**src/epc_pkg.sv**
```systemverilog
package epc_pkg;
  // register addresses on the five-bit address lines
  localparam logic [4:0] ADDR_VECTOR   = 5'h12;
  localparam logic [4:0] ADDR_BER      = 5'h18;
  localparam logic [4:0] ADDR_RAICRC   = 5'h19;
  localparam logic [4:0] ADDR_FAS      = 5'h1A;
  localparam logic [4:0] ADDR_BPV_HIGH = 5'h1C;
  localparam logic [4:0] ADDR_BPV_LOW  = 5'h1D;
  localparam logic [4:0] ADDR_EBIT     = 5'h1E;
  localparam logic [4:0] ADDR_CRC4     = 5'h1F;
  // widths and values
  localparam int         DATA_W        = 8;
  localparam int         ADDR_W        = 5;
  localparam logic [7:0] ZERO_BYTE     = 8'h00;
  localparam logic [7:0] ONE_BYTE      = 8'h01;
  localparam logic [15:0] ONE_WORD     = 16'h0001;
endpackage : epc_pkg

```
**src/epc_counter.sv**
```systemverilog
`timescale 1ns/10ps
// one counter with host load; load wins over increment, wraps at the top
module epc_counter #(
  parameter int WIDTH = 8
) (
  input  wire logic             clk,
  input  wire logic             inc,
  input  wire logic             load,
  input  wire logic [WIDTH-1:0] load_value,
  output logic      [WIDTH-1:0] count
);
  typedef struct packed {
    logic [WIDTH-1:0] value;
  } epc_cnt_state_t;

  epc_cnt_state_t state_q;
  epc_cnt_state_t state_d;

  // load or increment; no reset term, contents survive every reset
  always_comb begin
    state_d = state_q;
    if (load) begin
      state_d.value = load_value;
    end else if (inc) begin
      state_d.value = state_q.value + {{(WIDTH-1){1'b0}}, 1'b1};
    end
  end

  // storage is not reset
  always_ff @(posedge clk) begin
    state_q <= state_d;
  end

  assign count = state_q.value;

  // storage powers up unknown, so the checks use exact match against the past value
  a_cnt_load : assert property (@(posedge clk) load |=> count === $past(load_value))
    else $error("counter did not take load value");
  a_cnt_incr : assert property (@(posedge clk) (inc && !load) |=>
    count === $past(count) + {{(WIDTH-1){1'b0}}, 1'b1})
    else $error("counter did not step or wrap");
  a_cnt_hold : assert property (@(posedge clk) (!inc && !load) |=>
    count === $past(count))
    else $error("counter changed without cause");
endmodule : epc_counter

```
**src/epc_status_bank.sv**
```systemverilog
`timescale 1ns/10ps
module epc_status_bank
  import epc_pkg::*;
(
  input  wire logic                        clk,
  input  wire logic                        reset,
  input  wire logic                        cs_n,
  input  wire logic                        rw_n,
  input  wire logic                        ds_n,
  input  wire logic [epc_pkg::ADDR_W-1:0]  addr,
  input  wire logic [epc_pkg::DATA_W-1:0]  data_in,
  output logic      [epc_pkg::DATA_W-1:0]  data_out,
  output logic                             data_oe,
  input  wire logic                        irq_event,
  input  wire logic [epc_pkg::DATA_W-1:0]  irq_vector,
  input  wire logic                        ber_select,
  input  wire logic                        bit_error_slot0,
  input  wire logic                        bit_error_slot1,
  input  wire logic                        multiframe_end,
  input  wire logic                        rx_rai_bit,
  input  wire logic                        rx_ebit1,
  input  wire logic                        rx_ebit2,
  input  wire logic                        fas_errored,
  input  wire logic                        bipolar_violation,
  input  wire logic                        ebit_error,
  input  wire logic                        crc4_error,
  input  wire logic                        datalink_due,
  output logic                             datalink_clock
);
  import epc_pkg::*;

  // bus and control state, reset to idle
  typedef struct packed {
    logic [7:0] vector;
    logic       rd_active;
    logic       rd_clear;
    logic       ds_prev;
    logic [7:0] rdata;
    logic       oe;
    logic       dl_clk;
  } epc_bank_state_t;

  epc_bank_state_t state_q;
  epc_bank_state_t state_d;

  logic        strobe_rise;
  logic        strobe_fall;
  logic        wr_take;
  logic [7:0]  ber_count;
  logic [7:0]  raicrc_count;
  logic [7:0]  fas_count;
  logic [15:0] bpv_count;
  logic [7:0]  ebit_count;
  logic [7:0]  crc4_count;
  logic        ld_ber;
  logic        ld_raicrc;
  logic        ld_fas;
  logic        ld_bpv;
  logic        ld_ebit;
  logic        ld_crc4;
  logic [15:0] bpv_load;
  logic        ber_inc;
  logic        raicrc_inc;

  // write target match on the five-bit address
  function automatic logic hit(input logic [4:0] a, input logic [4:0] target);
    hit = (a == target);
  endfunction : hit

  // strobe edges; ds_n low marks an access, taken when the strobe opens
  assign strobe_fall = state_q.ds_prev && !ds_n && !cs_n;
  assign strobe_rise = !state_q.ds_prev && ds_n;
  assign wr_take     = strobe_fall && !rw_n;

  // load strobes per counter
  assign ld_ber    = wr_take && hit(addr, ADDR_BER);
  assign ld_raicrc = wr_take && hit(addr, ADDR_RAICRC);
  assign ld_fas    = wr_take && hit(addr, ADDR_FAS);
  assign ld_ebit   = wr_take && hit(addr, ADDR_EBIT);
  assign ld_crc4   = wr_take && hit(addr, ADDR_CRC4);
  assign ld_bpv    = wr_take && (hit(addr, ADDR_BPV_HIGH) || hit(addr, ADDR_BPV_LOW));

  // byte write keeps the other half; low first then high avoids a carry mix
  assign bpv_load = hit(addr, ADDR_BPV_HIGH) ? {data_in, bpv_count[7:0]}
                                             : {bpv_count[15:8], data_in};

  // event qualification
  assign ber_inc    = ber_select ? bit_error_slot1 : bit_error_slot0;
  assign raicrc_inc = multiframe_end && rx_rai_bit && (!rx_ebit1 || !rx_ebit2);

  epc_counter #(.WIDTH(8)) u_ber (
    .clk        (clk),
    .inc        (ber_inc),
    .load       (ld_ber),
    .load_value (data_in),
    .count      (ber_count)
  );

  epc_counter #(.WIDTH(8)) u_raicrc (
    .clk        (clk),
    .inc        (raicrc_inc),
    .load       (ld_raicrc),
    .load_value (data_in),
    .count      (raicrc_count)
  );

  epc_counter #(.WIDTH(8)) u_fas (
    .clk        (clk),
    .inc        (fas_errored),
    .load       (ld_fas),
    .load_value (data_in),
    .count      (fas_count)
  );

  epc_counter #(.WIDTH(16)) u_bpv (
    .clk        (clk),
    .inc        (bipolar_violation),
    .load       (ld_bpv),
    .load_value (bpv_load),
    .count      (bpv_count)
  );

  epc_counter #(.WIDTH(8)) u_ebit (
    .clk        (clk),
    .inc        (ebit_error),
    .load       (ld_ebit),
    .load_value (data_in),
    .count      (ebit_count)
  );

  epc_counter #(.WIDTH(8)) u_crc4 (
    .clk        (clk),
    .inc        (crc4_error),
    .load       (ld_crc4),
    .load_value (data_in),
    .count      (crc4_count)
  );

  // read mux, unmapped addresses read zero
  function automatic logic [7:0] read_mux(input logic [4:0] a);
    unique case (a)
      ADDR_VECTOR:   read_mux = state_q.vector;
      ADDR_BER:      read_mux = ber_count;
      ADDR_RAICRC:   read_mux = raicrc_count;
      ADDR_FAS:      read_mux = fas_count;
      ADDR_BPV_HIGH: read_mux = bpv_count[15:8];
      ADDR_BPV_LOW:  read_mux = bpv_count[7:0];
      ADDR_EBIT:     read_mux = ebit_count;
      ADDR_CRC4:     read_mux = crc4_count;
      default:       read_mux = ZERO_BYTE;
    endcase
  endfunction : read_mux

  // next-state: bus read drive, vector capture and clear, link clock
  always_comb begin
    state_d          = state_q;
    state_d.ds_prev  = ds_n;
    state_d.dl_clk   = datalink_due;
    state_d.rd_clear = 1'b0;
    if (strobe_fall && rw_n) begin
      state_d.rd_active = 1'b1;
      state_d.rd_clear  = hit(addr, ADDR_VECTOR);
      state_d.rdata     = read_mux(addr);
      state_d.oe        = 1'b1;
    end else if (strobe_rise || cs_n) begin
      state_d.rd_active = 1'b0;
      state_d.oe        = 1'b0;
    end
    // clear when the vector read ends; a new event in that clock wins
    if (strobe_rise && state_q.rd_active && state_q.rd_clear) begin
      state_d.vector = ZERO_BYTE;
    end
    if (strobe_rise && !state_q.rd_clear) begin
      state_d.rd_clear = 1'b0;
    end else if (!strobe_rise && state_q.rd_clear) begin
      state_d.rd_clear = 1'b1;
    end
    if (irq_event) begin
      state_d.vector = irq_vector;
    end
  end

  // only control state is reset; counters sit in epc_counter unreset
  always_ff @(posedge clk or posedge reset) begin
    if (reset) begin
      state_q <= '0;
      state_q.ds_prev <= 1'b1;
    end else begin
      state_q <= state_d;
    end
  end

  assign data_out       = state_q.rdata;
  assign data_oe        = state_q.oe;
  assign datalink_clock = state_q.dl_clk;

  // vector capture and clear, counter steps, link clock, one read answer
  a_vec_clear : assert property (@(posedge clk) disable iff (reset)
    (strobe_rise && state_q.rd_active && state_q.rd_clear && !irq_event)
    |=> state_q.vector == ZERO_BYTE)
    else $error("vector not cleared after read");
  a_vec_capture : assert property (@(posedge clk) disable iff (reset)
    irq_event |=> state_q.vector == $past(irq_vector))
    else $error("vector not captured");
  a_ber_select : assert property (@(posedge clk) disable iff (reset)
    (!ld_ber && (ber_select ? bit_error_slot1 : bit_error_slot0))
    |=> ber_count == $past(ber_count) + ONE_BYTE)
    else $error("bit error count wrong slot");
  a_raicrc_cnt : assert property (@(posedge clk) disable iff (reset)
    (!ld_raicrc && !(multiframe_end && rx_rai_bit))
    |=> raicrc_count === $past(raicrc_count))
    else $error("alarm count moved without multiframe alarm");
  a_fas_cnt : assert property (@(posedge clk) disable iff (reset)
    (fas_errored && !ld_fas) |=> fas_count == $past(fas_count) + ONE_BYTE)
    else $error("fas count did not step");
  a_bpv_cnt : assert property (@(posedge clk) disable iff (reset)
    (bipolar_violation && !ld_bpv) |=> bpv_count == $past(bpv_count) + ONE_WORD)
    else $error("violation count did not step");
  a_bpv_low : assert property (@(posedge clk) disable iff (reset)
    (wr_take && addr == ADDR_BPV_LOW) |=> bpv_count[7:0] == $past(data_in))
    else $error("violation low byte not written");
  a_dl_pulse : assert property (@(posedge clk) disable iff (reset)
    datalink_due |=> datalink_clock)
    else $error("link clock not pulsed");
  a_read_data : assert property (@(posedge clk) disable iff (reset)
    (strobe_fall && rw_n && addr == ADDR_EBIT) |=> data_oe && data_out == $past(ebit_count))
    else $error("read data wrong");
  a_dl_idle : assert property (@(posedge clk) disable iff (reset)
    !datalink_due |=> !datalink_clock)
    else $error("link clock pulsed without cause");

  // bus side: drive stops with the strobe, answer stands while it is low
  a_oe_release : assert property (@(posedge clk) disable iff (reset)
    (strobe_rise || cs_n) |=> !data_oe)
    else $error("bus drive not released after strobe");
  a_rd_hold : assert property (@(posedge clk) disable iff (reset)
    (state_q.oe && !strobe_rise && !cs_n) |=> data_oe && $stable(data_out))
    else $error("read data changed during strobe");
  a_read_vec : assert property (@(posedge clk) disable iff (reset)
    (strobe_fall && rw_n && addr == ADDR_VECTOR) |=> data_out == $past(state_q.vector))
    else $error("vector read data wrong");
  a_vec_refuse : assert property (@(posedge clk) disable iff (reset)
    (wr_take && addr == ADDR_VECTOR && !irq_event) |=> $stable(state_q.vector))
    else $error("vector took a host write");

  // write path: every counter takes its preset byte
  a_ber_load : assert property (@(posedge clk) disable iff (reset)
    ld_ber |=> ber_count == $past(data_in))
    else $error("bit error count not preset");
  a_raicrc_load : assert property (@(posedge clk) disable iff (reset)
    ld_raicrc |=> raicrc_count == $past(data_in))
    else $error("alarm count not preset");
  a_fas_load : assert property (@(posedge clk) disable iff (reset)
    ld_fas |=> fas_count == $past(data_in))
    else $error("fas count not preset");
  a_ebit_load : assert property (@(posedge clk) disable iff (reset)
    ld_ebit |=> ebit_count == $past(data_in))
    else $error("e-bit count not preset");
  a_crc4_load : assert property (@(posedge clk) disable iff (reset)
    ld_crc4 |=> crc4_count == $past(data_in))
    else $error("crc-4 count not preset");
  a_bpv_high : assert property (@(posedge clk) disable iff (reset)
    (wr_take && addr == ADDR_BPV_HIGH)
    |=> bpv_count === {$past(data_in), $past(bpv_count[7:0])})
    else $error("violation high byte not written");

  // event paths: alarm multiframes, other slot, E-bit and CRC-4 errors
  a_raicrc_step : assert property (@(posedge clk) disable iff (reset)
    (multiframe_end && rx_rai_bit && !(rx_ebit1 && rx_ebit2) && !ld_raicrc)
    |=> raicrc_count == $past(raicrc_count) + ONE_BYTE)
    else $error("alarm count did not step");
  a_raicrc_both : assert property (@(posedge clk) disable iff (reset)
    (multiframe_end && rx_rai_bit && rx_ebit1 && rx_ebit2 && !ld_raicrc)
    |=> raicrc_count === $past(raicrc_count))
    else $error("alarm count stepped with both E-bits set");
  a_ber_other : assert property (@(posedge clk) disable iff (reset)
    (!ld_ber && !(ber_select ? bit_error_slot1 : bit_error_slot0))
    |=> ber_count === $past(ber_count))
    else $error("bit error count took the other slot");
  a_ebit_cnt : assert property (@(posedge clk) disable iff (reset)
    (ebit_error && !ld_ebit) |=> ebit_count == $past(ebit_count) + ONE_BYTE)
    else $error("e-bit count did not step");
  a_crc4_cnt : assert property (@(posedge clk) disable iff (reset)
    (crc4_error && !ld_crc4) |=> crc4_count == $past(crc4_count) + ONE_BYTE)
    else $error("crc-4 count did not step");
endmodule : epc_status_bank

```
**config.mk**
```make
export PLATFORM = sky130hd
export DESIGN_NAME = epc_status_bank
export DESIGN_NICKNAME = d
export VERILOG_FILES = /design/src/epc_pkg.sv /design/src/epc_counter.sv /design/src/epc_status_bank.sv
export SDC_FILE = /design/constraint.sdc
export NUM_CORES = 1
export LEC_CHECK = 0
export ABC_AREA = 1
export ABC_CLOCK_PERIOD_IN_PS = 2000
export BUFFER_PORTS_ARGS = -buffer_cell sky130_fd_sc_hd__buf_2
export CORE_MARGIN = 2
export CORE_UTILIZATION = 54
export CTS_BUF_LIST = sky130_fd_sc_hd__clkbuf_16
export DETAILED_ROUTE_END_ITERATION = 7
export HOLD_SLACK_MARGIN = 0.12
export PLACE_DENSITY_LB_ADDON = 0.2
export SETUP_SLACK_MARGIN = 0.5
export SLEW_MARGIN = 10
export SYNTH_ARGS = -nofsm -noshare
export SYNTH_HDL_FRONTEND = slang
export SYNTH_SLANG_ARGS = --single-unit
```
**constraint.sdc**
```tcl
create_clock -name clk -period 2 [get_ports clk]
set_clock_uncertainty 0.15 [all_clocks]
set_input_delay 0.2 -clock clk [delete_from_list [all_inputs] [get_ports clk]]
set_output_delay 0.2 -clock clk [all_outputs]
set_load 0.02 [all_outputs]
```
==> results by group <==
Run status
  • Outcome: complete, no violations

Power and ir drop
  • Worst vdd ir: 0.493 mV
  • Lkg Pwr: 2.85 nW
  • Cell Pwr Density: between 600 and 700 mW/mm²

Logic synthesis
  • Top post-synthesis cells by count: nand2_1 (180), nand3_1 (104), edfxtp_1 (56)
  • Cell taking the most area after synthesis: edfxtp_1
  • Yosys cell types: 34
  • Synth Instances: about 610
  • Synthesized flop and latch total: 76
  • Synth top area cells: edfxtp_1 (35%), nand2_1 (14%), nand3_1 (11%)
  • Number of synthesized flops with an enable pin: 56
  • Post-synth top area share: 34.8%
  • Syn_nets: approximately 650
  • Ys Warns: 0
  • Sequential share of the synthesized area: 45.2%
  • Top-count cell post-synth: nand2_1
  • Post-Synthesis Cell Area: 0.00483 mm²
  • Syn avg cell area: 7.97 µm²
  • Dominant synthesized flop cell: edfxtp_1
  • Async SR Flop Fraction: 26.3%

Detailed routing
  • Metal3 WL: approximately 1100 µm
  • DRC viols: 0
  • Total number of vias: 4850
  • Top layer in use: met4
  • Drt first pass iters: 7
  • Post-route ant nets: 0
  • M1 WL: 5630 µm
  • Vias per std cell: ~6
  • Metal2 WL: 6730 µm
  • Iteration-0 DRC Markers: 454
  • Total Wirelength: approximately 14000 µm
  • Detailed-route wire length per cell: 17.2 µm

Setup path
  • Worst setup path endpoint: u_fas.count[4]$_DFFE_PP_
  • CP Class: register to register
  • R2r worst-path depth: 6
  • Crit path arrival time: approximately 1.7 ns
  • R2r setup slk: just under 0.2 ns
  • R2R Path End: u_fas.count[4]$_DFFE_PP_
  • Required @ worst endpoint: ~1.9 ns
  • CP Launch Type: register
  • Worst setup EP type: register
  • R2r startpoint: state_q[10]$_DFF_PP1_
  • Crit-path max FO: 8
  • CP Launch Point: state_q[10]$_DFF_PP1_

Global route
  • GRT Overall Usage: ~30%
  • First-pass GRT wire length: 22500 µm
  • Initial antenna violation count: 0
  • GRT overflow: 0
  • Largest net degree at the start of global routing: 27
  • Vias in the first global route: 4620

Clock tree
  • Clock Sinks: 76
  • Clock Tree Buf Depth: 2
  • CTS clk-pin slew, worst paths: roughly 0.06 ns
  • Root buffer cell: clkbuf_16
  • H-Tree Depth: 3
  • Total CTS buffers: 9
  • Clk_lat worst skew: 0.33 ns
  • CTS tree: done

Timing
  • Hold WS: ~0.13 ns
  • Worst slew pin tran: 0.742 ns
  • Final setup viols: 0
  • Setup_tns: 0 ns
  • Slew Limit Fails: 0
  • Final period util: 90.1%
  • RSZ-0062 raised after global routing: true
  • Hold Violations, Final: 0
  • Max-Slew Margin vs Limit: 50.5%
  • Final min period: roughly 1.8 ns
  • Fmax: roughly 560 MHz

Placement
  • Number of I/O port buffers: 48
  • GP Congestion: 0.927
  • DP Wirelength: 9330 µm

Layout
  • Area of the multi-input gates: 0.00268 mm²
  • Layout area overhead: 31.2%
  • Register area: 0.00218 mm²
  • Number of inserted diodes: 0
  • Nets: 757
  • Share of cells above drive strength 1: a little over a quarter
  • Fill cells: 677

Die
  • I/O pin cnt: 49
  • Core area: 0.00868 mm²
  • Die height: 98.6 µm
  • Die Area: a little under 0.01 mm²
  • Die X: 98.6 µm
  • Initial core utilization: 55.7%
  • Row count: 34

Job
  • Max-cap violations: 0

Worst hold path
  • Worst hold path class: input pin to register
==> cells in the final DEF (no fill, tap or decap), types with 2 or more instances in the layout <==
master	Yosys	final
nor2_2	3	4
inv_2	5	7
buf_8	0	2
nor2_4	4	7
buf_4	14	27
inv_1	33	31
clkbuf_16	0	11
o22ai_1	10	8
xnor2_1	9	9
nand2_1	180	157
a21oi_1	2	2
nand3_1	104	92
nand3_2	5	11
or2_2	5	3
nand2_2	2	16
or2_4	0	2
nand2_4	0	8
nand3_4	1	9
xor2_1	11	11
inv_6	0	2
o21ai_0	44	11
ha_1	6	5
buf_2	4	50
buf_6	4	10
o21bai_1	4	4
nor2_1	50	46
inv_4	0	2
nand4_1	18	18
o22ai_2	0	2
dlygate4sd3_1	0	26
o21ai_1	2	20
dfrtp_1	19	19
nor3_1	3	2
edfxtp_1	56	56
o21ai_2	0	15
==> worst min path at each step <==
| stage | start | endpoint | slack, ns | depth (start not counted) |
|---|---|---|---|---|
| floorplan | reset | data_oe$_DFFE_PP0P_ | 0.01 | 1 |
| global placement | datalink_due | datalink_clock$_DFF_PP0_ | 0.16 | 1 |
| detailed placement | datalink_due | datalink_clock$_DFF_PP0_ | 0.16 | 1 |
| CTS | fas_errored | u_fas.count[5]$_DFFE_PP_ | 0.13 | 3 |
| global route | fas_errored | u_fas.count[5]$_DFFE_PP_ | 0.14 | 3 |
| finish | fas_errored | u_fas.count[7]$_DFFE_PP_ | 0.13 | 3 |
==> cells by family after synthesis <==
group | synth area share [%]
AND/OR/NAND/NOR | 35.5
AO/OA/AOI/OAI | 7.20
adder cells (fa/ha/maj) | 1.55
flip-flops | 45.2
buffers and inverters | 6.92
XOR/XNOR | 3.63
==> metal layers <==
layer | up-vias | global-route usage [%]
met4 | 0 | 14.5
met3 | 59 | 4.82
li1 | 2290 | -
met2 | 237 | 47.8
met1 | 2264 | 39.0
met5 | - | 0
==> sequential cells by signal (all words and copies together) (netlist names) <==
name / count
u_ber.count: 8
datalink_clock: 1
u_bpv.count: 16
u_fas.count: 8
u_crc4.count: 8
state_q: 10
u_ebit.count: 8
data_oe: 1
u_raicrc.count: 8
data_out: 8
==> final cells by class <==
class / instances / area share (%)
tap: 108 / 2.13
clock buffer: 11 / 4.34
timing repair inverter: 1 / 0.118
clock inverter: 5 / 0.395
timing repair buffer: 116 / 13.8
sequential: 76 / 34.4
multi-input combinational: 469 / 42.3
inverter: 39 / 2.47
==> what timing repair did <==
| item | in CTS | in global routing |
|---|---|---|
| endpoints found under the hold margin | 53 | 2 |
| gates resized for setup | 82 | 40 |
| gates cloned | 4 | 1 |
| buffers inserted | 13 | 6 |
| hold buffers | 27 | 1 |
| setup endpoints to repair | 112 | 124 |
| pin swaps | 20 | 12 |
==> worst max-delay path, stage by stage (launching register included) <==
cell and delay [ns]:
dfstp_2 0.56, nand3_4 0.08, nor2_4 0.11, buf_12 0.14, buf_8 0.13, nand3_4 0.15
nand2_4 0.19
==> power by group <==
part	switching, mW	internal, mW	leakage (nW)
combinational	0.424	0.310	1.89
clock	0.658	0.983	0.159
sequential	0.149	1.87	0.798
total	1.23	3.16	2.85
==> per-stage QoR <==
stage	total power, mW	area (µm²)	std cells	setup slack [ns]	util (%)
2_1_floorplan	2.41	4860	606	0.125	-
3_3_place_gp	2.57	5200	759	0.0934	59.9
3_5_place_dp	2.59	5200	759	0.0567	59.9
4_1_cts	4.31	6140	819	0.250	70.7
5_1_grt	4.55	6340	825	0.147	73.0
6_report	4.39	6340	825	0.198	73.0
Note: power is estimated with default switching activity, not from simulation.
